[src/inc/mcs_pkg.sv]
// Shared constants and types for the microcode sequencer pipeline
package mcs_pkg;
  localparam int UADDR_W = 12;
  localparam int BRANCH_W = 12;
  localparam int VEC_HI_W = 8;
  localparam int VEC_LO_W = 4;
  localparam int IVEC_W = 5;
  localparam int STACK_DEPTH = 4;
  localparam int SP_W = 2;
  localparam int DATA_W = 16;
  localparam int CTRL_W = 32;
  // Upper bits of interrupt entry; arbitrary placement
  localparam logic [6:0] INT_FIXED_CODE = 7'h7F;
  localparam logic [UADDR_W-1:0] UADDR_RESET = 12'h000;
  localparam logic [CTRL_W-1:0] CTRL_RESET = 32'h0000_0000;
  localparam int INSTR_MODE_LO = 8;
  localparam int INSTR_MODE_HI = 10;
  localparam int INSTR_VAR_LO = 0;
  localparam int INSTR_VAR_HI = 3;

  typedef enum logic [1:0] {
    MCS_SRC_NEXT = 2'b00,
    MCS_SRC_REPEAT = 2'b01,
    MCS_SRC_JUMP = 2'b11,
    MCS_SRC_RETURN = 2'b10
  } mcs_src_t;

  typedef enum logic [1:0] {
    MCS_STK_HOLD = 2'b00,
    MCS_STK_POP = 2'b01,
    MCS_STK_PUSH = 2'b11,
    MCS_STK_LOAD = 2'b10
  } mcs_stk_t;

  // Jump address origin
  typedef enum logic [1:0] {
    MCS_JMP_FIELD = 2'b00,
    MCS_JMP_MAP = 2'b01,
    MCS_JMP_VECTOR = 2'b11,
    MCS_JMP_INTR = 2'b10
  } mcs_jmp_t;

  typedef enum logic [1:0] {
    MCS_VEC_MODE = 2'b00,
    MCS_VEC_VARIANT = 2'b01,
    MCS_VEC_ASRC = 2'b11,
    MCS_VEC_AUTOLOAD = 2'b10
  } mcs_vec_t;
endpackage : mcs_pkg

[src/hdl/mcs_return_stack.sv]
// Four-deep return address stack
module mcs_return_stack
  import mcs_pkg::*;
(
  input wire logic clk_in,
  input wire logic rst_in,
  input wire mcs_stk_t op_in,
  input wire logic [UADDR_W-1:0] link_in,
  output logic [UADDR_W-1:0] top_out
);
  typedef struct packed {
    logic [STACK_DEPTH-1:0][UADDR_W-1:0] mem;
    logic [SP_W-1:0] sp;
  } mcs_stk_state_t;

  mcs_stk_state_t s_q, s_d;

  assign top_out = s_q.mem[s_q.sp];

  always_comb begin
    s_d = s_q;
    case (op_in)
      MCS_STK_PUSH: begin
        // Overflow wraps and overwrites the oldest link
        s_d.sp = s_q.sp + 2'h1;
        s_d.mem[s_q.sp + 2'h1] = link_in;
      end
      MCS_STK_POP: begin
        s_d.sp = s_q.sp - 2'h1;
      end
      MCS_STK_LOAD: begin
        s_d.mem[s_q.sp] = link_in;
      end
      default: begin
      end
    endcase
  end

  always_ff @(posedge clk_in) begin
    if (rst_in) begin
      s_q <= '0;
    end else begin
      s_q <= s_d;
    end
  end
endmodule // mcs_return_stack

[src/hdl/mcs_sequencer.sv]
// Microprogram sequencer with control store pipeline register
//
// What this block does
// - Condition-enable bit picks one of two next-address control sets.
// - Selected test object true uses first set, false uses second.
// - Jump address from map, interrupt buffer, vector or branch field.
// - Instruction start jumps via map; vector disabled, interrupt sampled.
// - Vectored jump: eight microword high bits, four vector low bits.
// - Vector chooses mode bits, variant bits, A operand or autoload.
// - Interrupts are sampled only on a mapped jump.
// - Allowed interrupt forces fixed code plus five-bit vector.
// - Pipeline holds data control bits; sequencing bits feed sequencer.
// - Pipeline and microaddress load on the same edge.
// - Load on rising edge; pipelined word executes next cycle.
// - Next fetch overlaps execution of current microinstruction.
// - One cycle between pipeline loads bounds data element operation.
// - Prefetched instruction goes to holding register during sequence.
// - Address source is repeat, return, next or jump.
// - Four-entry stack with hold, pop, push and load-plus-one.
// - Direct jump uses branch field bits zero to eleven.
// - Return selects stack and pops it in the same cycle.
module mcs_sequencer
  import mcs_pkg::*;
#(
  parameter int CW = CTRL_W
) (
  // Clock and reset
  input wire logic MCLK_IN,
  input wire logic RESET_IN,
  // Control store word, sequencing part
  input wire logic COND_EN_IN,
  input wire logic TEST_IN,
  input wire mcs_src_t SRC_T_IN,
  input wire mcs_stk_t STK_T_IN,
  input wire mcs_src_t SRC_F_IN,
  input wire mcs_stk_t STK_F_IN,
  input wire mcs_jmp_t JMP_SEL_IN,
  input wire mcs_vec_t VEC_SEL_IN,
  input wire logic [BRANCH_W-1:0] BRANCH_IN,
  // Control store word, data manipulation part
  input wire logic [CW-1:0] CTRL_IN,
  // Jump address sources
  input wire logic [UADDR_W-1:0] MAP_ADDR_IN,
  input wire logic INT_PEND_IN,
  input wire logic [IVEC_W-1:0] INT_VEC_IN,
  input wire logic [DATA_W-1:0] INSTRUCTION_REGISTER_IN,
  input wire logic [VEC_LO_W-1:0] A_SOURCE_VECTOR_IN,
  input wire logic [VEC_LO_W-1:0] AUTOLOAD_DESCRIPTOR_IN,
  // Prefetch path
  input wire logic PREFETCH_LOAD_IN,
  input wire logic [DATA_W-1:0] PREFETCH_DATA_IN,
  // Outputs
  output logic [UADDR_W-1:0] UADDR_OUT,
  output logic [CW-1:0] PIPE_CTRL_OUT,
  output logic INT_TAKEN_OUT,
  output logic [DATA_W-1:0] PREFETCH_HOLDING_REG_OUT
);
  typedef struct packed {
    logic [UADDR_W-1:0] uaddr;
    logic [CW-1:0] pipe;
    logic int_taken;
    logic [DATA_W-1:0] prefetch;
  } mcs_state_t;

  mcs_state_t s_q, s_d;
  mcs_src_t src_sel;
  mcs_stk_t stk_sel;
  mcs_stk_t stk_op;
  logic [UADDR_W-1:0] incr;
  logic [UADDR_W-1:0] stack_top;
  logic [UADDR_W-1:0] jump_addr;
  logic [VEC_LO_W-1:0] vec_lo;
  logic is_jump;
  logic map_jump;
  logic int_take;
  logic vec_en;

  // Interrupt entry point: fixed code above the encoded level
  function automatic logic [UADDR_W-1:0] int_entry(
    input logic [IVEC_W-1:0] vec
  );
    return {INT_FIXED_CODE, vec};
  endfunction

  ////////////////////////////////////////////////////////////////////////
  // Control set selection
  always_comb begin
    src_sel = SRC_T_IN;
    stk_sel = STK_T_IN;
    if (COND_EN_IN && !TEST_IN) begin
      src_sel = SRC_F_IN;
      stk_sel = STK_F_IN;
    end
  end

  assign incr = s_q.uaddr + 12'h001;
  assign is_jump = (src_sel == MCS_SRC_JUMP);
  assign map_jump = is_jump && (JMP_SEL_IN == MCS_JMP_MAP);
  // Interrupts looked at only during a mapped jump
  assign int_take = map_jump && INT_PEND_IN;
  assign vec_en = is_jump && (JMP_SEL_IN == MCS_JMP_VECTOR);
  // A return always pops, whatever the stack field says
  assign stk_op = (src_sel == MCS_SRC_RETURN) ? MCS_STK_POP : stk_sel;

  ////////////////////////////////////////////////////////////////////////
  // Submodules
  mcs_vector_select u_vec (
    .sel_in(VEC_SEL_IN),
    .instr_in(INSTRUCTION_REGISTER_IN),
    .asrc_in(A_SOURCE_VECTOR_IN),
    .autoload_in(AUTOLOAD_DESCRIPTOR_IN),
    .enable_in(vec_en),
    .vec_out(vec_lo)
  );

  mcs_return_stack u_stk (
    .clk_in(MCLK_IN),
    .rst_in(RESET_IN),
    .op_in(stk_op),
    .link_in(incr),
    .top_out(stack_top)
  );

  ////////////////////////////////////////////////////////////////////////
  // Jump address multiplexer
  always_comb begin
    jump_addr = BRANCH_IN[BRANCH_W-1:0];
    case (JMP_SEL_IN)
      MCS_JMP_MAP: begin
        if (int_take) begin
          jump_addr = int_entry(INT_VEC_IN);
        end else begin
          jump_addr = MAP_ADDR_IN;
        end
      end
      MCS_JMP_VECTOR: begin
        jump_addr = {BRANCH_IN[UADDR_W-1:VEC_LO_W], vec_lo};
      end
      MCS_JMP_INTR: begin
        // Interrupt entry without going through the map
        jump_addr = int_entry(INT_VEC_IN);
      end
      default: begin
        jump_addr = BRANCH_IN;
      end
    endcase
  end

  ////////////////////////////////////////////////////////////////////////
  // Next state
  always_comb begin
    s_d = s_q;
    case (src_sel)
      MCS_SRC_REPEAT: begin
        s_d.uaddr = s_q.uaddr;
      end
      MCS_SRC_RETURN: begin
        s_d.uaddr = stack_top;
      end
      MCS_SRC_JUMP: begin
        s_d.uaddr = jump_addr;
      end
      default: begin
        s_d.uaddr = incr;
      end
    endcase
    // Data controls captured alongside the address
    s_d.pipe = CTRL_IN;
    s_d.int_taken = int_take;
    if (PREFETCH_LOAD_IN) begin
      s_d.prefetch = PREFETCH_DATA_IN;
    end
  end

  // Single register stage: fetch of next word overlaps execution
  always_ff @(posedge MCLK_IN) begin
    if (RESET_IN) begin
      s_q <= '0;
    end else begin
      s_q <= s_d;
    end
  end

  // The full cycle is left to data elements; no extra stage here
  assign UADDR_OUT = s_q.uaddr;
  assign PIPE_CTRL_OUT = s_q.pipe;
  assign INT_TAKEN_OUT = s_q.int_taken;
  assign PREFETCH_HOLDING_REG_OUT = s_q.prefetch;

  ////////////////////////////////////////////////////////////////////////
  // Assertions
  a_pipe_tracks_input: assert property (
    @(posedge MCLK_IN) disable iff (RESET_IN)
    !$past(RESET_IN) |-> PIPE_CTRL_OUT == $past(CTRL_IN))
    else $error("pipeline did not capture control bits");

  a_addr_with_pipe: assert property (
    @(posedge MCLK_IN) disable iff (RESET_IN)
    !$past(RESET_IN) |-> UADDR_OUT == $past(s_d.uaddr))
    else $error("address not loaded with pipeline");

  a_next_increments: assert property (
    @(posedge MCLK_IN) disable iff (RESET_IN)
    src_sel == MCS_SRC_NEXT |=> UADDR_OUT == $past(UADDR_OUT) + 12'h001)
    else $error("next did not increment");

  a_repeat_holds: assert property (
    @(posedge MCLK_IN) disable iff (RESET_IN)
    src_sel == MCS_SRC_REPEAT |=> $stable(UADDR_OUT))
    else $error("repeat changed address");

  a_false_uses_second: assert property (
    @(posedge MCLK_IN) disable iff (RESET_IN)
    COND_EN_IN && !TEST_IN |-> src_sel == SRC_F_IN && stk_sel == STK_F_IN)
    else $error("false test did not use second set");

  a_true_uses_first: assert property (
    @(posedge MCLK_IN) disable iff (RESET_IN)
    COND_EN_IN && TEST_IN |-> src_sel == SRC_T_IN && stk_sel == STK_T_IN)
    else $error("true test did not use first set");

  a_uncond_first_set: assert property (
    @(posedge MCLK_IN) disable iff (RESET_IN)
    !COND_EN_IN |-> src_sel == SRC_T_IN && stk_sel == STK_T_IN)
    else $error("unconditional word used second set");

  a_int_only_mapped: assert property (
    @(posedge MCLK_IN) disable iff (RESET_IN)
    INT_TAKEN_OUT |-> $past(map_jump) && $past(INT_PEND_IN))
    else $error("interrupt taken outside mapped jump");

  a_int_vector_addr: assert property (
    @(posedge MCLK_IN) disable iff (RESET_IN)
    int_take |=> UADDR_OUT == {INT_FIXED_CODE, $past(INT_VEC_IN)})
    else $error("interrupt address wrong");

  a_vector_addr: assert property (
    @(posedge MCLK_IN) disable iff (RESET_IN)
    vec_en |=> UADDR_OUT[UADDR_W-1:VEC_LO_W] ==
      $past(BRANCH_IN[UADDR_W-1:VEC_LO_W]))
    else $error("vector high bits wrong");

  a_vector_asrc: assert property (
    @(posedge MCLK_IN) disable iff (RESET_IN)
    vec_en && VEC_SEL_IN == MCS_VEC_ASRC |=>
      UADDR_OUT[VEC_LO_W-1:0] == $past(A_SOURCE_VECTOR_IN))
    else $error("vector low bits not from A operand");

  a_vector_idle: assert property (
    @(posedge MCLK_IN) disable iff (RESET_IN)
    !vec_en |-> vec_lo == '0)
    else $error("vector selector active outside vector jump");

  a_field_jump: assert property (
    @(posedge MCLK_IN) disable iff (RESET_IN)
    is_jump && JMP_SEL_IN == MCS_JMP_FIELD |=>
      UADDR_OUT == $past(BRANCH_IN))
    else $error("direct jump not taken from branch field");

  a_direct_intr: assert property (
    @(posedge MCLK_IN) disable iff (RESET_IN)
    is_jump && JMP_SEL_IN == MCS_JMP_INTR |=>
      UADDR_OUT == {INT_FIXED_CODE, $past(INT_VEC_IN)} && !INT_TAKEN_OUT)
    else $error("direct interrupt jump wrong");

  a_map_addr: assert property (
    @(posedge MCLK_IN) disable iff (RESET_IN)
    map_jump && !INT_PEND_IN |=> UADDR_OUT == $past(MAP_ADDR_IN))
    else $error("mapped jump address wrong");

  a_return_to_link: assert property (
    @(posedge MCLK_IN) disable iff (RESET_IN)
    src_sel == MCS_SRC_RETURN |=> UADDR_OUT == $past(stack_top))
    else $error("return address wrong");

  a_return_pops: assert property (
    @(posedge MCLK_IN) disable iff (RESET_IN)
    src_sel == MCS_SRC_RETURN |-> stk_op == MCS_STK_POP)
    else $error("return did not pop the stack");

  a_int_flag_set: assert property (
    @(posedge MCLK_IN) disable iff (RESET_IN)
    int_take |=> INT_TAKEN_OUT)
    else $error("interrupt entry not flagged");

  a_prefetch_load: assert property (
    @(posedge MCLK_IN) disable iff (RESET_IN)
    PREFETCH_LOAD_IN |=>
      PREFETCH_HOLDING_REG_OUT == $past(PREFETCH_DATA_IN))
    else $error("prefetched word not held");

  a_prefetch_holds: assert property (
    @(posedge MCLK_IN) disable iff (RESET_IN)
    !PREFETCH_LOAD_IN |=> $stable(PREFETCH_HOLDING_REG_OUT))
    else $error("holding register changed without load");

  a_reset_clears: assert property (
    @(posedge MCLK_IN)
    RESET_IN |=> UADDR_OUT == UADDR_RESET && PIPE_CTRL_OUT == CTRL_RESET &&
      !INT_TAKEN_OUT)
    else $error("reset did not clear state");
endmodule // mcs_sequencer

[src/hdl/mcs_vector_select.sv]
// Four-way vector selector for the low jump address bits
module mcs_vector_select
  import mcs_pkg::*;
(
  input wire mcs_vec_t sel_in,
  input wire logic [DATA_W-1:0] instr_in,
  input wire logic [VEC_LO_W-1:0] asrc_in,
  input wire logic [VEC_LO_W-1:0] autoload_in,
  input wire logic enable_in,
  output logic [VEC_LO_W-1:0] vec_out
);
  always_comb begin
    vec_out = '0;
    if (enable_in) begin
      case (sel_in)
        MCS_VEC_MODE: begin
          vec_out = {1'b0, instr_in[INSTR_MODE_HI:INSTR_MODE_LO]};
        end
        MCS_VEC_VARIANT: begin
          vec_out = instr_in[INSTR_VAR_HI:INSTR_VAR_LO];
        end
        MCS_VEC_ASRC: begin
          vec_out = asrc_in;
        end
        default: begin
          vec_out = autoload_in;
        end
      endcase
    end
  end
endmodule // mcs_vector_select

[config.mk]
export PLATFORM = sky130hd
export DESIGN_NAME = mcs_sequencer
export DESIGN_NICKNAME = d
export VERILOG_FILES = /design/src/inc/mcs_pkg.sv /design/src/hdl/mcs_return_stack.sv /design/src/hdl/mcs_sequencer.sv /design/src/hdl/mcs_vector_select.sv
export SDC_FILE = /design/constraint.sdc
export NUM_CORES = 1
export LEC_CHECK = 0
export ABC_AREA = 1
export ABC_CLOCK_PERIOD_IN_PS = 2050
export BUFFER_PORTS_ARGS = -buffer_cell sky130_fd_sc_hd__buf_2
export CAP_MARGIN = 20
export CORE_MARGIN = 4
export CORE_UTILIZATION = 50
export DETAILED_ROUTE_END_ITERATION = 10
export PLACE_DENSITY = 0.89
export SYNTH_ARGS = -nofsm -noshare
export SYNTH_HDL_FRONTEND = slang
export SYNTH_SLANG_ARGS = --single-unit
[constraint.sdc]
create_clock -name MCLK_IN -period 2.05 [get_ports MCLK_IN]
set_input_delay 0.41 -clock MCLK_IN [delete_from_list [all_inputs] [get_ports MCLK_IN]]
set_output_delay 0.41 -clock MCLK_IN [all_outputs]
set_load 0.01 [all_outputs]
-- Word-level counts from Yosys, hierarchy flattened
Cells that the tools add are included.
- add/sub/neg operators: 3
- magnitude comparators: 4
- equality and inequality tests: 11
- mux-type cells: 18
- reduce and logical (&&, ||, !) cells: 10
- operators with widths (kind ; number):
    48-bit bitwise mux ; 2
    48-bit case mux with 2 select lines ; 1
    12-bit case mux with 3 select lines ; 2
    12-bit demux with 2-bit select ; 2
    12-bit 2-to-1 mux ; 4
    12-bit binary-select mux with 2-bit select ; 1
    2-bit == test (second input constant) ; 7
    12-bit by 1-bit adder with 12-bit output (second input constant) ; 1
    4-bit case mux with 3 select lines ; 1
    2-bit by 1-bit == test with 1-bit output (second input constant) ; 4
    1-bit logical AND ; 6
    2-bit by 3-bit < comparator with 1-bit output (second input constant) ; 2
    2-bit 2-to-1 mux ; 3
    2-bit by 1-bit >= comparator with 1-bit output (second input constant) ; 2
    4-bit 2-to-1 mux ; 1
    2-bit case mux with 2 select lines ; 1
    2-bit nonzero test ; 2
    2-bit by 1-bit adder with 2-bit output (second input constant) ; 1
    2-bit logical NOT ; 1
    2-bit by 1-bit subtractor with 2-bit output (second input constant) ; 1
    1-bit logical NOT ; 1
- flip-flop bits (word level): 111
- bits of input ports: 119
- logic and storage cells: 55

-- Logic depth before layout (Yosys ltp)
- word-level depth: 9
- depth in mapped cells: 13

-- Cells and area by module
From an unflattened synthesis, not the netlist that was laid out.
- cells, all modules: 1058
- area, all modules: 6472.5 µm²
- by module, submodules not included (module ; times used ; cells each ; area each (µm²)):
    mcs_return_stack ; 1 ; 608 ; 3488.3
    mcs_sequencer ; 1 ; 409 ; 2781.4
    mcs_vector_select ; 1 ; 41 ; 202.7

-- Worst setup path before layout
OpenSTA, ideal clock, no wires.
- kind: flip-flop to flip-flop
- start: register u_stk.s_q[0] in the netlist's numbering
- end: register u_stk.s_q[39] in the netlist's numbering
- library setup time: 0.118 ns
- arrival: 1.527 ns
- data required time: 1.932 ns
- slack: 0.405 ns
- cell stages (with the launch flop): 9
- path buffers: 2
- cells stage by stage: dfxtp_1 > inv_1 > clkbuf_1 > ha_1 > o21ai_2 > nor2_2 > buf_4 > o21ai_0 > nor2_1
- cells in the longest elaborated chain, start to end: 7
- elaborated cells between the ends (all ways): 14
- ends and longest elaborated chain (element ; RTL line ; source):
    start: declaration ; mcs_return_stack.sv:16 ; mcs_stk_state_t s_q, s_d;
    start signal: assignment ; mcs_return_stack.sv:41 ; s_q <= '0;
    start signal: assignment ; mcs_return_stack.sv:43 ; s_q <= s_d;
    2-bit by 1-bit adder with 2-bit output ; mcs_return_stack.sv:26 ; s_d.mem[s_q.sp + 2'h1] = link_in;
    2-bit by 3-bit < comparator with 1-bit output (implied by the code) / 2-bit by 1-bit >= comparator with 1-bit output (equally long branches) ; mcs_return_stack.sv:26 ;
    1-bit logical AND (implied by the code) ; mcs_return_stack.sv:26 ;
    12-bit 2-to-1 mux (implied by the code) ; mcs_return_stack.sv:26 ;
    12-bit demux with 2-bit select ; -- ;
    48-bit bitwise mux ; mcs_return_stack.sv:26 ;
    48-bit case mux with 2 select lines (*) ; mcs_return_stack.sv:22 ; case (op_in)
Mark *: on every way between the ends. The rest lies on a longest branch, timed or not.
A chain may end at the register's enable or synchronous reset.

-- Final worst setup path
- start: register u_stk.s_q[0] in the netlist's numbering
- end: register u_stk.s_q[45] in the netlist's numbering
Same word-level chain as after synthesis.

==> results.ini <==
[outcome]
outcome = complete, no violations

[synth]
synth_enable_flop_cells = 0
yosys-top-cells-area = sky130_fd_sc_hd__dfxtp_1 44%, sky130_fd_sc_hd__nor2_1 13%, sky130_fd_sc_hd__o21ai_0 9.3%
syn-num-nets = 863
yosysMostFrequentCell = sky130_fd_sc_hd__nor2_1
synth.ff_latch_count = 111
synth_common_cells = 179 x sky130_fd_sc_hd__nor2_1, 111 x sky130_fd_sc_hd__dfxtp_1, 95 x sky130_fd_sc_hd__o21ai_0
yosys_most_used_dff = sky130_fd_sc_hd__dfxtp_1
synth_area_per_cell_um2 = 6.92
synth.lib_cells_used.distinct = 35
async_flop_share = 0
synth-seq-area-share = 0.435
netlist_instances = 738
netlist.area_leader.share = 0.435
synth_warnings = 0
netlist.top_cell.by_area = sky130_fd_sc_hd__dfxtp_1
syn_area_mm2 = 0.00510

[cts]
cts_tree = built
clock_tree.root_cell = sky130_fd_sc_hd__clkbuf_8
post_cts.repair.setup_buffers = 0
post_cts.resized_instances = 0
clk_pin_slew_ps = 130
ctsLongestPathBuffers = 2
clk-insertion-delay-late_ps = 380
cts-htree-levels = 3
clock_sink_count = 111
hold_buffer_count_at_cts = 0
numCtsBuffers = 9

[sta]
final.setup_skew_ps = 27.4
maxSlewHeadroom = 0.671
worst_pin_slew_ps = 493
finalSetupTns_ps = 0
max_freq_mhz = 534
post_route_clock_period_utilization = 0.914
setup-violations-final = 0
slew_violations = 0
min_clock_period_post_route_ps = 1870
timing.final.hold_violations = 0
rsz0062_at_grt = no

[die]
die-area_mm2 = 0.0119
floorplan.die.width_um = 109
vertical_extent_of_the_die_um = 109
initial_utilization = 0.518
io_pins = 180
coreArea_mm2 = 0.00986
std_cell_rows = 36

[route]
wirelength_um = 14200
number_of_nets_still_failing_antenna_checks_after_routing = 0
routedWlPerCell_um = 13.7
drt-initial-drc-count = 356
via_count = 5332
dr.pass1.iters = 5
via_cell_ratio = 5.13
drc_errors = 0

[min_path]
worstHoldPathType = in -> reg
min-delay-start = CTRL_IN[4]

[grt]
antenna_found_initial = 0
pin_count_of_the_biggest_net_entering_global_routing = 46
grt_overflow_total = 0
track_usage = 0.234
global_route_wire_length_before_repair_um = 22200
via_count_of_the_first_global_routing_pass = 4840

[cells_and_area]
drive_above_1_share = 0.247
num-fill-cells = 855
layout-area-overhead-vs-synth_pct = 23.1
register_area_mm2 = 0.00222
finalNetCount = 1027
multi_input_comb_area_mm2 = 0.00239
diodes = 0

[worst_setup_path]
timing.rr.start = u_stk.s_q[0]$_SDFFE_PP0P_
timing.critical_path.required_ps = 2320
critPathKind = reg -> reg
cp-end-kind = flop
critical_path.max_fanout = 20
critPathLaunchType = flop
worst-endpoint-arrival_ps = 2140
cp-startpoint = u_stk.s_q[0]$_SDFFE_PP0P_

[pwr]
p_leak_uw = 0.00318
pwr_density_cell_mw_per_mm2 = 763
fin_total_pwr_uw = 4790
max-vdd-ir-drop_v = 0.000470

[job]
maxCapViolations = 0

[place]
io_buffer_count = 170
gp_congestion = 0.960
dpl.hpwl_um = 10700

==> report_power, final <==
| group | internal [uW] | switching, uW |
|---|---|---|
| sequential | 2330 | 102 |
| combinational | 410 | 658 |
| clock | 484 | 810 |
==> area by class of cell <==
cell class / instances / share of cell area
Multi-Input combinational cell: 508 / 0.381
Sequential cell: 111 / 0.354
Timing Repair Buffer: 186 / 0.157
Inverter: 86 / 0.0514
Tap cell: 133 / 0.0265
Clock buffer: 9 / 0.0197
Clock inverter: 7 / 0.0116
==> path summary, 6_finish.rpt <==
kind                                 end  slack (ps)  depth (start not counted)
max reg2reg   u_stk.s_q[45]$_SDFFE_PP0P_         180                          7
min reg2reg   u_stk.s_q[17]$_SDFFE_PP0P_         460                          2
min          PIPE_CTRL_OUT[4]$_SDFF_PP0_         220                          3
max           u_stk.s_q[45]$_SDFFE_PP0P_         180                          7
==> cell families after synthesis <==
logic type                 Yosys count  synth area share
AOI/OAI and AO/OA                  167             0.175
xor gates and xnor gates             6            0.0103
adders and majority gates            6            0.0147
buffers and inverters              119            0.0963
DFF                                111             0.435
and+or+nand+nor                    329             0.269
==> layout by cell type, fill, tap and decap left out, types with 7 or more instances in the layout <==
| cell type | netlist | final |
|---|---|---|
| sky130_fd_sc_hd__clkbuf_8 | 0 | 9 |
| sky130_fd_sc_hd__inv_2 | 7 | 7 |
| sky130_fd_sc_hd__nand2_1 | 85 | 85 |
| sky130_fd_sc_hd__inv_1 | 76 | 76 |
| sky130_fd_sc_hd__a21oi_1 | 39 | 39 |
| sky130_fd_sc_hd__dfxtp_1 | 111 | 111 |
| sky130_fd_sc_hd__o21ai_1 | 11 | 11 |
| sky130_fd_sc_hd__buf_4 | 4 | 15 |
| sky130_fd_sc_hd__nor2_1 | 179 | 179 |
| sky130_fd_sc_hd__buf_2 | 6 | 170 |
| sky130_fd_sc_hd__nand3_1 | 34 | 34 |
| sky130_fd_sc_hd__o21ai_0 | 95 | 95 |
| sky130_fd_sc_hd__nor3_1 | 9 | 9 |
==> critical path, stage by stage (launching register included) <==
cell and delay, ps:
sky130_fd_sc_hd__dfxtp_1 540, sky130_fd_sc_hd__inv_1 150, sky130_fd_sc_hd__ha_1 250, sky130_fd_sc_hd__o21ai_2 310
sky130_fd_sc_hd__nor2_2 50, sky130_fd_sc_hd__buf_4 200, sky130_fd_sc_hd__o21ai_0 210, sky130_fd_sc_hd__nor2_1 70
==> sequential cells by signal (all words and copies together), names as in the netlist <==
register / count
u_stk.s_q: 50
PIPE_CTRL_OUT: 32
PREFETCH_HOLDING_REG_OUT: 16
UADDR_OUT: 12
INT_TAKEN_OUT: 1
==> through the flow <==
step / hold slack (ps) / area (um^2) / setup slack (ps) / std cells / utilization
final: 221 / 6280 / 176 / 1040 / 0.637
after global routing: 216 / 6280 / 53.0 / 1040 / 0.637
after CTS: 210 / 6280 / 183 / 1040 / 0.637
after detailed placement: 445 / 6090 / 112 / 1024 / 0.617
after global placement: 432 / 6090 / 145 / 1024 / 0.617
after floorplan: 424 / 5100 / 405 / 738 / -
==> layer usage <==
metal,track usage,share of wire
met1,0.296,0.42
met5,0,0
met3,0.0634,0.096
met2,0.394,0.48
met4,0.0622,0.0094
(Power assumes the default switching activity.)
